$ cat src/rtl/link_pkg.sv
/*
 * Shared constants for the loader command link: word framing, header
 * fields, opcode table, internal responses, pin timing and link states.
 * Assumes a single 200 MHz system clock; no other package is needed.
 */
package link_pkg;

   // ==========================================================
   // Word framing and header fields
   localparam int            WORD_W      = 16;
   localparam int            OPC_MSB     = 15;
   localparam int            OPC_LSB     = 12;
   localparam int            LEN_MSB     = 11;
   localparam int            LEN_LSB     = 0;
   localparam logic [3:0]    RX_LAST_BIT = 4'hf;
   localparam logic [4:0]    TX_WORD_DONE = 5'h10;
   localparam logic [11:0]   LEN_ONE     = 12'h001;

   // ==========================================================
   // Opcodes
   localparam logic [3:0] OPC_SANITY    = 4'h0;
   localparam logic [3:0] OPC_READ_CFG  = 4'h1;
   localparam logic [3:0] OPC_READ_PROG = 4'h2;
   localparam logic [3:0] OPC_PROG_2W   = 4'h3;
   localparam logic [3:0] OPC_PROG_ROW  = 4'h5;
   localparam logic [3:0] OPC_BULK_ERA  = 4'h7;
   localparam logic [3:0] OPC_PAGE_ERA  = 4'h9;
   localparam logic [3:0] OPC_VERSION   = 4'hb;
   localparam logic [3:0] OPC_RANGE_CRC = 4'hc;
   localparam logic [3:0] OPC_BLANK     = 4'he;

   // Documented command lengths in words, header included
   localparam logic [11:0] LEN_SANITY    = 12'h001;
   localparam logic [11:0] LEN_READ_CFG  = 12'h003;
   localparam logic [11:0] LEN_READ_PROG = 12'h004;
   localparam logic [11:0] LEN_PROG_2W   = 12'h006;
   localparam logic [11:0] LEN_PROG_ROW  = 12'h063;
   localparam logic [11:0] LEN_BULK_ERA  = 12'h001;
   localparam logic [11:0] LEN_PAGE_ERA  = 12'h003;
   localparam logic [11:0] LEN_VERSION   = 12'h001;
   localparam logic [11:0] LEN_RANGE_CRC = 12'h005;
   localparam logic [11:0] LEN_BLANK     = 12'h005;

   // ==========================================================
   // Internal responses
   localparam logic [15:0] SANITY_RESP0  = 16'h1000;
   localparam logic [15:0] SANITY_RESP1  = 16'h0002;
   localparam logic [3:0]  NACK_NIBBLE   = 4'h2;
   localparam logic [7:0]  NACK_CODE     = 8'h00;
   localparam logic [15:0] NACK_RESP1    = 16'h0002;
   localparam logic [11:0] INT_RESP_LEN  = 12'h002;
   localparam logic [11:0] RESP_IDX0     = 12'h000;

   // ==========================================================
   // Timing: ready level held before the first response bit
   localparam int          SYS_CLK_MHZ      = 200;
   localparam int          READY_HOLD_NS    = 50;
   localparam int          READY_HOLD_CYC_I = (READY_HOLD_NS * SYS_CLK_MHZ + 999) / 1000;
   localparam logic [7:0]  READY_HOLD_CYC   = READY_HOLD_CYC_I[7:0];
   localparam logic [7:0]  HOLD_ZERO        = 8'h00;

   // ==========================================================
   // Link states
   typedef enum logic [4:0] {
      ST_RECEIVE = 5'b00001,
      ST_TURN    = 5'b00010,
      ST_BUSY    = 5'b00100,
      ST_READY   = 5'b01000,
      ST_SEND    = 5'b10000
   } link_state_t;

   // Opcode table membership
   function automatic logic opcode_supported(input logic [3:0] op);
      case (op)
         OPC_SANITY,
         OPC_READ_CFG,
         OPC_READ_PROG,
         OPC_PROG_2W,
         OPC_PROG_ROW,
         OPC_BULK_ERA,
         OPC_PAGE_ERA,
         OPC_VERSION,
         OPC_RANGE_CRC,
         OPC_BLANK: opcode_supported = 1'b1;
         default: opcode_supported = 1'b0;
      endcase
   endfunction

   // First word of the refusal response
   function automatic logic [15:0] nack_header(input logic [3:0] op);
      nack_header = {NACK_NIBBLE, op, NACK_CODE};
   endfunction

endpackage

$ cat src/rtl/link_edge_if.sv
/*
 * Carries the synchronised serial clock edges and data bit from the pin
 * front end to the command link. Assumes both ends run on sys_clk_in.
 */
`timescale 1ns/1ps
interface link_edge_if;
   logic rise;
   logic fall;
   logic bit_val;

   modport src (output rise, output fall, output bit_val);
   modport dst (input rise, input fall, input bit_val);
endinterface

$ cat src/rtl/flash_loader_command_link.sv
/*
 * Device end of the resident_loader command link: receives framed commands
 * from the programmer, splits the header, hands arguments to the executive,
 * signals busy and ready on the shared data pin and shifts the response out.
 * Assumes the executive core answers exec_start_out with exec_done_in and
 * presents resp_word_in for resp_index_out one cycle after it changes.
 */
// What this block does
// - One command at a time, one response each.
// - Change data on falling, sample on rising.
// - Sixteen-bit words, most significant bit first.
// - After command, drive data high while busy.
// - Pull data low when response is ready.
// - No time-out while waiting for response clocks.
// - Header: four-bit opcode over twelve-bit length.
// - Read exactly length words, header included.
// - Refuse unsupported and reserved opcodes with NACK.
// - Opcode one reads config register, three words.
// - Opcode two reads program words, four words.
// - Opcode three programs two words, six words.
// - Opcode five programs a row, ninety-nine words.
// - Opcode seven erases whole chip, one word.
// - Opcode nine erases one page, three words.
// - Opcode eleven returns version, one word.
// - Opcode twelve computes range CRC, five words.
// - Opcode fourteen checks blank memory, five words.
// - Sanity check answers 0x1000 then 0x0002.
// - Argument values pass through unchecked.
`timescale 1ns/1ps
module flash_loader_command_link (
   // Clock and reset
   input  wire logic         sys_clk_in,
   input  wire logic         reset_in,
   // Programmer pins
   input  wire logic         prog_serial_clock_in,
   input  wire logic         prog_serial_data_in,
   output logic              prog_serial_data_out,
   output logic              prog_serial_data_oe_out,
   // Command towards the executive core
   output logic              exec_start_out,
   output logic [3:0]        exec_opcode_out,
   output logic [11:0]       exec_length_out,
   output logic              arg_valid_out,
   output logic [15:0]       arg_word_out,
   output logic [11:0]       arg_index_out,
   // Response from the executive core
   input  wire logic         exec_done_in,
   input  wire logic [11:0]  resp_len_in,
   input  wire logic [15:0]  resp_word_in,
   output logic [11:0]       resp_index_out,
   // Status
   output logic              link_busy_out
);

   link_edge_if            e ();
   link_pkg::link_state_t  state;
   logic [15:0]            rx_shift;
   logic [3:0]             rx_bits;
   logic                   rx_word_valid;
   logic [15:0]            rx_word;
   logic                   hdr_pending;
   logic [11:0]            words_left;
   logic [11:0]            arg_cnt;
   logic                   cmd_complete;
   logic [11:0]            resp_len;
   logic [7:0]             hold_cnt;
   logic [15:0]            tx_shift;
   logic [4:0]             tx_bits;
   logic                   last_word;
   logic                   is_external;
   logic                   is_sanity;
   logic [15:0]            resp_word;

   // ==========================================================
   // Pin front end
   serial_edge_detect edges (
      .sys_clk_in           (sys_clk_in),
      .reset_in             (reset_in),
      .prog_serial_clock_in (prog_serial_clock_in),
      .prog_serial_data_in  (prog_serial_data_in),
      .e                    (e)
   );

   // ==========================================================
   // Opcode classification and response word source
   always_comb begin
      is_sanity   = (exec_opcode_out == link_pkg::OPC_SANITY);
      is_external = link_pkg::opcode_supported(exec_opcode_out) && !is_sanity;
      resp_word   = resp_word_in;
      if (!is_external) begin
         if (is_sanity) begin
            resp_word = (resp_index_out == link_pkg::RESP_IDX0) ?
                        link_pkg::SANITY_RESP0 : link_pkg::SANITY_RESP1;
         end else begin
            resp_word = (resp_index_out == link_pkg::RESP_IDX0) ?
                        link_pkg::nack_header(exec_opcode_out) : link_pkg::NACK_RESP1;
         end
      end
   end

   // ==========================================================
   // Receive shifter: one bit per rising edge, MSB first
   always_ff @(posedge sys_clk_in or posedge reset_in) begin
      if (reset_in) begin
         rx_shift      <= 16'h0000;
         rx_bits       <= 4'h0;
         rx_word_valid <= 1'b0;
         rx_word       <= 16'h0000;
      end else begin
         rx_word_valid <= 1'b0;
         if (state != link_pkg::ST_RECEIVE) begin
            rx_bits <= 4'h0;                            // Stray clocks while we drive are not data
         end else if (e.rise) begin
            rx_shift <= {rx_shift[14:0], e.bit_val};
            if (rx_bits == link_pkg::RX_LAST_BIT) begin
               rx_bits       <= 4'h0;
               rx_word_valid <= 1'b1;
               rx_word       <= {rx_shift[14:0], e.bit_val};
            end else begin
               rx_bits <= rx_bits + 4'h1;
            end
         end
      end
   end

   // ==========================================================
   // Header split and argument hand-off; values are never checked
   always_ff @(posedge sys_clk_in or posedge reset_in) begin
      if (reset_in) begin
         hdr_pending     <= 1'b1;
         words_left      <= 12'h000;
         arg_cnt         <= 12'h000;
         cmd_complete    <= 1'b0;
         exec_opcode_out <= 4'h0;
         exec_length_out <= 12'h000;
         arg_valid_out   <= 1'b0;
         arg_word_out    <= 16'h0000;
         arg_index_out   <= 12'h000;
      end else begin
         arg_valid_out <= 1'b0;
         cmd_complete  <= 1'b0;
         if (rx_word_valid) begin
            if (hdr_pending) begin
               exec_opcode_out <= rx_word[link_pkg::OPC_MSB:link_pkg::OPC_LSB];
               exec_length_out <= rx_word[link_pkg::LEN_MSB:link_pkg::LEN_LSB];
               arg_cnt         <= 12'h000;
               // A zero length is read as the header alone
               if (rx_word[link_pkg::LEN_MSB:link_pkg::LEN_LSB] <= link_pkg::LEN_ONE) begin
                  cmd_complete <= 1'b1;
               end else begin
                  hdr_pending <= 1'b0;
                  words_left  <= rx_word[link_pkg::LEN_MSB:link_pkg::LEN_LSB] - link_pkg::LEN_ONE;
               end
            end else begin
               arg_valid_out <= is_external;
               arg_word_out  <= rx_word;
               arg_index_out <= arg_cnt;
               arg_cnt       <= arg_cnt + 12'h001;
               words_left    <= words_left - 12'h001;
               if (words_left == link_pkg::LEN_ONE) begin
                  cmd_complete <= 1'b1;
                  hdr_pending  <= 1'b1;
               end
            end
         end
      end
   end

   // ==========================================================
   // Link sequencer and data pin driver; the pin only moves in SEND on a
   // falling edge, so the programmer always samples a settled bit.
   always_ff @(posedge sys_clk_in or posedge reset_in) begin
      if (reset_in) begin
         state                   <= link_pkg::ST_RECEIVE;
         prog_serial_data_out    <= 1'b0;
         prog_serial_data_oe_out <= 1'b0;
         exec_start_out          <= 1'b0;
         link_busy_out           <= 1'b0;
         resp_len                <= 12'h000;
         resp_index_out          <= 12'h000;
         hold_cnt                <= 8'h00;
         tx_shift                <= 16'h0000;
         tx_bits                 <= 5'h00;
         last_word               <= 1'b0;
      end else begin
         exec_start_out <= 1'b0;
         unique case (state)
            link_pkg::ST_RECEIVE: begin
               if (cmd_complete) begin
                  state         <= link_pkg::ST_TURN;
                  link_busy_out <= 1'b1;
               end
            end
            link_pkg::ST_TURN: begin
               // Wait for the clock to drop so the programmer has released the line
               if (e.fall) begin
                  prog_serial_data_oe_out <= 1'b1;
                  prog_serial_data_out    <= 1'b1;
                  exec_start_out          <= is_external;
                  state                   <= link_pkg::ST_BUSY;
               end
            end
            link_pkg::ST_BUSY: begin
               if (!is_external || exec_done_in) begin
                  // A zero length would wrap the last-word compare to 0xFFF and run 4096 words, so send one word
                  resp_len <= !is_external ? link_pkg::INT_RESP_LEN :
                              (resp_len_in == 12'h000) ? link_pkg::LEN_ONE : resp_len_in;
                  prog_serial_data_out <= 1'b0;
                  resp_index_out       <= link_pkg::RESP_IDX0;
                  hold_cnt             <= link_pkg::READY_HOLD_CYC;
                  state                <= link_pkg::ST_READY;
               end
            end
            link_pkg::ST_READY: begin
               if (hold_cnt != link_pkg::HOLD_ZERO) begin
                  hold_cnt <= hold_cnt - 8'h01;
               end else begin
                  tx_shift             <= resp_word;
                  prog_serial_data_out <= resp_word[15];
                  tx_bits              <= 5'h00;
                  last_word            <= (resp_len == link_pkg::LEN_ONE);
                  state                <= link_pkg::ST_SEND;
               end
            end
            link_pkg::ST_SEND: begin
               // No time-out here: a stalled programmer leaves us waiting
               if (e.rise && tx_bits != link_pkg::TX_WORD_DONE) begin
                  tx_bits <= tx_bits + 5'h01;
                  if (tx_bits == link_pkg::TX_WORD_DONE - 5'h01 && !last_word) begin
                     resp_index_out <= resp_index_out + 12'h001;
                  end
               end else if (e.fall) begin
                  if (tx_bits == link_pkg::TX_WORD_DONE) begin
                     if (last_word) begin
                        prog_serial_data_oe_out <= 1'b0;
                        prog_serial_data_out    <= 1'b0;
                        link_busy_out           <= 1'b0;
                        state                   <= link_pkg::ST_RECEIVE;
                     end else begin
                        tx_shift             <= resp_word;
                        prog_serial_data_out <= resp_word[15];
                        tx_bits              <= 5'h00;
                        last_word            <= (resp_index_out == resp_len - link_pkg::LEN_ONE);
                     end
                  end else if (tx_bits != 5'h00) begin
                     tx_shift             <= {tx_shift[14:0], 1'b0};
                     prog_serial_data_out <= tx_shift[14];
                  end
               end
            end
         endcase
      end
   end
endmodule

$ cat src/rtl/serial_edge_detect.sv
/*
 * Pin front end: two-flop synchronisers for the programmer clock and data,
 * and one-cycle pulses on each clock edge. Assumes the system clock is far
 * faster than the programmer clock so no edge is missed.
 */
`timescale 1ns/1ps
module serial_edge_detect (
   // Clock and reset
   input  wire logic  sys_clk_in,
   input  wire logic  reset_in,
   // Pins from the programmer
   input  wire logic  prog_serial_clock_in,
   input  wire logic  prog_serial_data_in,
   // Edge events
   link_edge_if.src   e
);

   logic [1:0] clk_sync;
   logic [1:0] dat_sync;
   logic       clk_prev;

   // ==========================================================
   // Synchronisers; stage 0 feeds only stage 1
   always_ff @(posedge sys_clk_in or posedge reset_in) begin
      if (reset_in) begin
         clk_sync <= 2'h0;
         dat_sync <= 2'h0;
         clk_prev <= 1'b0;
      end else begin
         clk_sync <= {clk_sync[0], prog_serial_clock_in};
         dat_sync <= {dat_sync[0], prog_serial_data_in};
         clk_prev <= clk_sync[1];
      end
   end

   // ==========================================================
   // Edge pulses, data bit registered every cycle alongside them
   always_ff @(posedge sys_clk_in or posedge reset_in) begin
      if (reset_in) begin
         e.rise    <= 1'b0;
         e.fall    <= 1'b0;
         e.bit_val <= 1'b0;
      end else begin
         e.rise    <= clk_sync[1] & ~clk_prev;
         e.fall    <= ~clk_sync[1] & clk_prev;
         e.bit_val <= dat_sync[1];
      end
   end

endmodule
$ cat config.mk
export PLATFORM = sky130hd
export DESIGN_NAME = flash_loader_command_link
export DESIGN_NICKNAME = d
export VERILOG_FILES = /design/src/rtl/link_pkg.sv /design/src/rtl/link_edge_if.sv /design/src/rtl/flash_loader_command_link.sv /design/src/rtl/serial_edge_detect.sv
export SDC_FILE = /design/constraint.sdc
export NUM_CORES = 1
export LEC_CHECK = 0
export BUFFER_PORTS_ARGS = -buffer_cell sky130_fd_sc_hd__clkbuf_2
export CORE_MARGIN = 2
export CORE_UTILIZATION = 45
export DETAILED_ROUTE_END_ITERATION = 10
export PLACE_DENSITY = 0.63
export SYNTH_ARGS = -nofsm -noshare
export SYNTH_HDL_FRONTEND = slang
export SYNTH_SLANG_ARGS = --single-unit
export TNS_END_PERCENT = 5
$ cat constraint.sdc
create_clock -name sys_clk_in -period 12.9 [get_ports sys_clk_in]
set_input_delay 0.645 -clock sys_clk_in [delete_from_list [all_inputs] [get_ports sys_clk_in]]
set_output_delay 0.645 -clock sys_clk_in [all_outputs]
set_load 0.005 [all_outputs]
==> results.cfg, run 1 <==
[floorplanning]
floorplan.rows = 50
die_area_sq_um = 20000
initial_core_util = 0.456
core_area_sq_um = 18600
die_x_um = 142
die_h_um = 142
ios = 94

[timing]
period_minus_slack_ns = 2.90
skew_ns = 0.0118
maxSlewHeadroom = 0.324
max_freq_mhz = 345
whs_ns = 0.238
finalHoldViolCount = 0
setup_viol = 0
worst_pin_slew_ns = 1.01
setup-tns-final_ns = 0
fin_crit_sh = 0.225
final_max_slew_viol_count = 0
grt_setup_unrepaired = no
layout_setup_ws_ns = 10.00

[worst_setup_path]
start_kind = flop
reg2reg_to = tx_shift[9]$_DFFE_PP0P_
end_kind = flop
worstPathMaxFanout = 19
r2r-start = tx_bits[0]$_DFFE_PP0P_
path_class = reg2reg
cp_data_required_time_ns = 13.25
rr_worst_depth = 7
regToRegSetupSlack_ns = 10.00
cp_data_arrival_time_ns = 3.25

[global_route]
grt_use_met2 = 0.319
met1_usage = 0.260
busiest_layer = met2
overflow = 0
antenna_found_initial = 0
grt_use_met3 = 0.0341
grt_pass1_wl_um = 30500
grt_usage = 0.192
grt_pass1_vias = 5975
grt_max_degree = 71

[power_and_ir_drop]
power_density_nw_per_um2 = 138
total_power_mw = 1.35
p_leak_nw = 4.73
ir_drop_uv = 91.4

[run]
cap_viol_max_count = 0

[synthesis]
synth-seq-cells = 177
synth.most_common_cell = dfrtp_1
synth_area_sq_um = 8510
yosysWarnings = 0
avgSynthCellArea_sq_um = 10.2
syn_nets = 882
yosysTopAreaCell = dfrtp_1
synthTopCellsByCount = dfrtp_1, nand2_1, nor2_1
synth_edf_count = 0
synth_top_area_frac = 0.515
async_flop_share = 1.00
synthTopCellsByArea = dfrtp_1, mux2_2, nand2_1
ys.flop_type = dfrtp_1
synth-seq-area-share = 0.521
synth_cell_types = 68
postSynthCellCount = 833

[cts]
ctsRootBufferMaster = clkbuf_16
clkTransAtPathRegs_ns = 0.07
holdBufCountCts = 0
postCtsSetupBuffers = 0
htreeDepth = 4
cts_buffer_depth = 2
cts_tree = done
numCtsBuffers = 17
clock_latency_ns = 0.43
clock_sinks = 177
cts_resized = 0

[placed_design]
dpl.cell_count = 1130
gp_congestion = 0.800
pre_cts_slack_ns = 10.06
placed_area_sq_um = 9170
hpwl_um = 13100
port_buffers = 93

[detailed_routing]
viasPerCell = 5.45
vias = 6337
firstDrtPassIters = 5
drt_iter0_markers = 448
wl_per_cell_um = 16.2
wirelength_um = 18800
drcViolationCount = 0
antenna_left = 0

[layout]
drive_gt1_frac = 0.225
final_nets = 964
area_growth_pct = 15.1
final_cells = 1162
n_antenna_cell = 0
fin_area_sq_um = 9790
num-fill-cells = 1691
final_core_util = 0.525

[status]
status = completed

[min_path]
hp-class = in2async
==> metal layers <==
layer | up-vias | part of all wire
met3 | 19 | 0.039
met5 | - | 0
met4 | 0 | 0.013
met2 | 142 | 0.48
li1 | 3096 | -
met1 | 3080 | 0.46
==> how the worst max path moves through the flow <==
stage                           start                       end  slack, ns  depth (start not counted)
2_1_floorplan                reset_in    arg_cnt[0]$_DFFE_PP0P_       7.46                          1
3_3_place_gp   tx_bits[0]$_DFFE_PP0P_  tx_shift[13]$_DFFE_PP0P_      10.14                          7
3_5_place_dp   tx_bits[0]$_DFFE_PP0P_  tx_shift[10]$_DFFE_PP0P_      10.06                          7
4_1_cts        tx_bits[0]$_DFFE_PP0P_  tx_shift[13]$_DFFE_PP0P_      10.04                          7
5_1_grt        tx_bits[0]$_DFFE_PP0P_  tx_shift[13]$_DFFE_PP0P_       9.72                          7
6_report       tx_bits[0]$_DFFE_PP0P_   tx_shift[9]$_DFFE_PP0P_      10.00                          7
==> worst max-delay path, stage by stage (launching register included) <==
cell and delay [ns]:
dfrtp_1 0.43, inv_1 0.07, ha_1 0.16, nor4bb_1 0.72, nor2_2 0.33, nor2_1 0.73
a22oi_1 0.15, a31oi_1 0.22
==> logic make-up after synthesis <==
family | share of synthesized area
AND/OR/NAND/NOR | 0.179
flip-flops | 0.521
AO/OA/AOI/OAI | 0.109
buffers and inverters | 0.0313
multiplexers | 0.0853
XOR/XNOR | 0.0504
adder cells (fa/ha/maj) | 0.0235
==> sequential cells by signal, summed over array words and instances (netlist names), 8 cells and up <==
signal / cells
arg_cnt: 12
exec_length_out: 12
rx_word: 16
resp_len: 12
tx_shift: 15
arg_index_out: 12
arg_word_out: 16
resp_index_out: 12
rx_shift: 15
words_left: 12
hold_cnt: 8
==> placed cells by master (no fill, tap or decap), types with 5 or more instances in the layout <==
| cell | n |
|---|---|
| dfrtp_1 | 175 |
| and3_1 | 7 |
| a22oi_1 | 15 |
| xnor2_1 | 21 |
| buf_4 | 6 |
| nor3b_1 | 6 |
| o21ai_0 | 44 |
| ha_1 | 16 |
| a31oi_1 | 10 |
| nand4_1 | 9 |
| nor2b_1 | 7 |
| nand3_1 | 30 |
| clkbuf_2 | 93 |
| mux2_2 | 59 |
| xor2_1 | 28 |
| clkbuf_16 | 17 |
| nor4_1 | 12 |
| o22ai_1 | 5 |
| mux2i_1 | 5 |
| inv_1 | 29 |
| o31ai_1 | 5 |
| or3_1 | 6 |
| a21oi_1 | 29 |
| a211oi_1 | 7 |
| nor3_1 | 15 |
| nand2_1 | 111 |
| nor2_1 | 82 |
==> cell type report <==
| type | count | area [sq um] | share of cell area |
|---|---|---|---|
| Sequential cell | 177 | 4430 | 0.452 |
| Inverter | 30 | 118 | 0.0120 |
| Timing Repair Buffer | 99 | 510 | 0.0521 |
| Clock inverter | 15 | 195 | 0.0199 |
| Clock buffer | 17 | 425 | 0.0434 |
| Multi-Input combinational cell | 590 | 3820 | 0.390 |
| Tap cell | 234 | 293 | 0.0299 |
==> power breakdown <==
part           internal (mW)  leakage [nW]  switching [mW]  total [mW]
Sequential             0.583          2.35          0.0371       0.620
Clock                  0.295         0.293           0.238       0.534
Combinational         0.0831          2.09           0.115       0.199
(Power assumes the default switching activity.)
==> inputs of run 2 (changes only) <==
==> constraint.sdc (replaced) <==
create_clock -name sys_clk_in -period 2.9 [get_ports sys_clk_in]
set_input_delay 0.145 -clock sys_clk_in [delete_from_list [all_inputs] [get_ports sys_clk_in]]
set_output_delay 0.145 -clock sys_clk_in [all_outputs]
set_load 0.005 [all_outputs]
==> results.cfg, run 2 (synthesized netlist as in run 1, its figures left out) <==
[floorplanning]
ios = 94
die_x_um = 142
core_area_sq_um = 18600
die_h_um = 142
floorplan.rows = 50
die_area_sq_um = 20000
initial_core_util = 0.456

[worst_setup_path]
cp-startpoint = tx_bits[0]$_DFFE_PP0P_
cp_data_arrival_time_ns = 2.83
cp_data_required_time_ns = 3.21
r2r-start = tx_bits[0]$_DFFE_PP0P_
rr_worst_depth = 8
worstPathMaxFanout = 10
regToRegSetupSlack_ns = 0.38
reg2reg_to = state[1]$_DFFE_PP0P_
start_kind = flop
end_kind = flop
endpoint = state[1]$_DFFE_PP0P_
path_class = reg2reg

[detailed_routing]
viasPerCell = 5.39
drt_iter0_markers = 411
antenna_left = 0
wl_per_cell_um = 16.0
vias = 6430
firstDrtPassIters = 5
drcViolationCount = 0
wirelength_um = 19100

[placed_design]
gp_congestion = 0.830
port_buffers = 93
pre_cts_slack_ns = 0.425
hpwl_um = 13300
dpl.cell_count = 1146

[layout]
final_core_util = 0.541
n_antenna_cell = 0
area_growth_pct = 18.4
final_cells = 1193
final_cell_mix = dfrtp_1, nand2_1, clkbuf_2
reg_top3 = arg_word_out (16), rx_word (16)
drive_gt1_frac = 0.235
layout_commonest_cell = dfrtp_1
final_nets = 995

[timing]
fin_crit_sh = 0.870
skew_ns = 0.0175
finalHoldViolCount = 0
period_minus_slack_ns = 2.52
setup-tns-final_ns = 0
grt_setup_unrepaired = no
worst_pin_slew_ns = 0.820
setup_viol = 0
layout_setup_ws_ns = 0.377
final_max_slew_viol_count = 0
max_freq_mhz = 396
maxSlewHeadroom = 0.446

[power_and_ir_drop]
power_frac_comb = 0.157
p_seq_frac = 0.460
p_sw_frac = 0.294
total_power_mw = 6.00
power_density_nw_per_um2 = 595
p_int_mw = 4.23
ir_drop_uv = 471
switchingPower_mw = 1.76
p_leak_nw = 4.89
clkPwrFrac = 0.383

[cts]
numCtsBuffers = 17
clock_latency_ns = 0.44
holdBufCountCts = 15
cts_tree = done
clock_sinks = 177
htreeDepth = 4
ctsRootBufferMaster = clkbuf_16
cts_resized = 0
clkTransAtPathRegs_ns = 0.07
postCtsSetupBuffers = 0
cts_buffer_depth = 2

[global_route]
grt_max_degree = 107
grt_pass1_wl_um = 31300
grt_usage = 0.196
grt_pass1_vias = 6208
antenna_found_initial = 0
overflow = 0

[min_path]
worstHoldStart = resp_word_in[4]
hp-class = in2reg

[status]
status = completed

[run]
cap_viol_max_count = 0
run 2: through the flow:
step	cell area [sq um]	hold WS (ns)
floorplan	8510	0.176
global placement	9330	0.160
detailed placement	9330	0.159
CTS	10100	0.0129
global route	10100	0.0232
finish	10100	0.0262
run 2: layer usage:
metal	vias to the layer above	share of wire	GRT usage	wire, um
met5	-	0	0	0
met4	0	0.013	0.0542	242
met3	23	0.033	0.0395	634
met2	117	0.49	0.327	9290
met1	3142	0.47	0.263	8950
li1	3148	-	-	-
run 2: worst max-delay path, stage by stage (launching register included):
cell and delay [ns]:
dfrtp_1 0.42, inv_1 0.08, ha_1 0.16, nor4bb_1 0.73, nor2_2 0.23, buf_4 0.25
nor2_1 0.13, nand3_2 0.09, o32ai_1 0.31
run 2: cell type report:
class	count	area, sq um
inverter	30	116
multi-input combinational	590	3820
timing repair buffer	130	818
sequential	177	4430
clock inverter	15	171
fill	1696	8570
clock buffer	17	425
tap	234	293
run 2: worst min path at each step:
stage	end	slack (ns)	cells after the start
finish	tx_shift[4]$_DFFE_PP0P_	0.03	3
global route	tx_shift[7]$_DFFE_PP0P_	0.02	3
CTS	tx_shift[4]$_DFFE_PP0P_	0.01	3
detailed placement	resp_index_out[5]$_DFFE_PP0P_	0.16	2
global placement	resp_index_out[8]$_DFFE_PP0P_	0.16	2
floorplan	edges.clk_sync[0]$_DFF_PP0_	0.18	0
run 2: power groups by stage:
| stage | Clock, mW | Combinational, mW | Sequential (mW) |
|---|---|---|---|
| final | 2.30 | 0.941 | 2.76 |
| after global routing | 2.46 | 1.06 | 2.78 |
| after detailed placement | 0 | 0.922 | 2.80 |
| after global placement | 0 | 0.909 | 2.80 |
| after floorplan | 0 | 0.676 | 2.75 |
| after CTS | 2.35 | 0.947 | 2.76 |
==> inputs of run 3 (changes only) <==
--- a/config.mk
+++ b/config.mk
@@ -10,6 +10,7 @@
 export CORE_UTILIZATION = 45
 export DETAILED_ROUTE_END_ITERATION = 10
 export PLACE_DENSITY = 0.63
+export SETUP_SLACK_MARGIN = 0.5
 export SYNTH_ARGS = -nofsm -noshare
 export SYNTH_HDL_FRONTEND = slang
 export SYNTH_SLANG_ARGS = --single-unit
==> results.cfg, run 3 (synthesized netlist as in run 1, its figures left out) <==
[worst_setup_path]
path_common_cell = o21ai_0
cp_slowest_cell = or4_4
max_stage_delay_ns = 0.56
start_kind = flop
cp_data_required_time_ns = 3.21
end_kind = flop
cp_data_arrival_time_ns = 2.68
critPathTopFamily = simple AND/OR/NAND/NOR gates
path_class = reg2reg
worst-path-buf-inv = 0
worstPathCellList = or4_4, or4b_4, nor2_1, o21ai_1, o21ai_0, o21ai_0
worstPathMaxFanout = 5

[detailed_routing]
viasPerCell = 5.40
vias = 6443
drcViolationCount = 0
drt_iter0_markers = 428
wl_per_cell_um = 16.1
wirelength_um = 19200
antenna_left = 0
firstDrtPassIters = 6

[floorplanning]
initial_core_util = 0.456
die_x_um = 142
floorplan.rows = 50
core_area_sq_um = 18600
die_area_sq_um = 20000
ios = 94
die_h_um = 142

[global_route]
grt_pass1_vias = 6201
grt_usage = 0.196
grt_max_degree = 107
overflow = 0
antenna_found_initial = 0
grt_pass1_wl_um = 31400

[timing]
setup_viol = 0
skew_ns = 0.0205
finalHoldViolCount = 0
worst_pin_slew_ns = 0.793
period_minus_slack_ns = 2.37
maxSlewHeadroom = 0.471
layout_setup_ws_ns = 0.529
fin_crit_sh = 0.817
setup-tns-final_ns = 0
max_freq_mhz = 422
final_max_slew_viol_count = 0
grt_setup_unrepaired = yes

[cts]
ctsRootBufferMaster = clkbuf_16
clkTransAtPathRegs_ns = 0.07
numCtsBuffers = 17
htreeDepth = 4
cts_tree = done
cts_buffer_depth = 2
clock_sinks = 177
clock_latency_ns = 0.44

[layout]
area_growth_pct = 19.0
reg_top3 = arg_word_out (16), rx_word (16)
layout_commonest_cell = dfrtp_1
drive_gt1_frac = 0.240
final_cell_mix = dfrtp_1, nand2_1, clkbuf_2
n_antenna_cell = 0
final_nets = 996
num-fill-cells = 1686

[placed_design]
pre_cts_slack_ns = 0.425
gp_congestion = 0.830
port_buffers = 93
hpwl_um = 13300

[power_and_ir_drop]
p_seq_frac = 0.459
ir_drop_uv = 472
power_density_nw_per_um2 = 593
clkPwrFrac = 0.383
switchingPower_mw = 1.77
p_int_mw = 4.24
p_sw_frac = 0.294
p_leak_nw = 4.90
power_frac_comb = 0.158

[status]
status = completed

[min_path]
hp-class = in2reg

[run]
cap_viol_max_count = 0
-- run 3: cell count changes in the layout (fill, tap and decap cells not counted), sizes merged --
cell | previous run | this run
buf | 22 | 23
-- run 3: worst reg2reg max path: cells and delay by family (launching register included) --
kind / cells / cell delay (ns)
AOI/OAI and AO/OA: 3 / 0.47
DFF: 1 / 0.42
and+or+nand+nor: 3 / 1.36
-- run 3: layout make-up --
cell class | count | area, sq um | share of cell area
sequential | 177 | 4430 | 0.438
tap | 234 | 293 | 0.0289
multi-input combinational | 590 | 3860 | 0.381
inverter | 30 | 116 | 0.0115
clock inverter | 15 | 171 | 0.0169
clock buffer | 17 | 425 | 0.0420
timing repair buffer | 131 | 826 | 0.0815
-- run 3: worst paths after layout --
kind,slack (ns),start,cells past startpoint,to
max in group asynchronous,1.77,reset_in,4,rx_word[4]$_DFFE_PP0P_
worst min register to register,0.35,edges.clk_sync[0]$_DFF_PP0_,0,edges.clk_sync[1]$_DFF_PP0_
worst max register to register,0.53,hold_cnt[2]$_DFFE_PP0P_,6,tx_bits[2]$_DFFE_PP0P_
min in group asynchronous,0.24,reset_in,3,resp_index_out[5]$_DFFE_PP0P_
worst min-delay path,0.02,resp_word_in[4],3,tx_shift[4]$_DFFE_PP0P_
worst max-delay path,0.53,hold_cnt[2]$_DFFE_PP0P_,6,tx_bits[2]$_DFFE_PP0P_
-- run 3: metrics by stage --
stage	hold WS, ns	utilization	power (mW)	area, sq um	cells
floorplan	0.176	-	3.42	8510	833
global placement	0.160	0.500	3.71	9330	1146
detailed placement	0.159	0.500	3.73	9330	1146
CTS	0.0129	0.541	6.05	10100	1193
global route	0.0232	0.543	6.31	10100	1194
finish	0.0237	0.543	6.00	10100	1194
-- run 3: timing repair --
item | CTS | global route
setup buffers | 0 | 1
hold endpoints to repair | 29 | 0
setup endpoints to repair | 12 | 50
hold buffers | 15 | 0
pin swaps | 0 | 2
resized for setup | 1 | 8
cloned | 0 | 0
-- run 3: metal layers --
layer | global-route usage | vias to the layer above | part of all wire
met5 | 0 | - | 0
met4 | 0.0516 | 0 | 0.011
met3 | 0.0391 | 20 | 0.030
met2 | 0.328 | 110 | 0.49
met1 | 0.264 | 3162 | 0.47
li1 | - | 3151 | -
-- run 3: power by group through the flow --
stage | Sequential (mW) | Combinational [mW] | Clock (mW)
5_1_grt | 2.78 | 1.07 | 2.46
4_1_cts | 2.76 | 0.947 | 2.35
2_1_floorplan | 2.75 | 0.676 | 0
3_3_place_gp | 2.80 | 0.909 | 0
3_5_place_dp | 2.80 | 0.922 | 0
6_report | 2.76 | 0.946 | 2.30
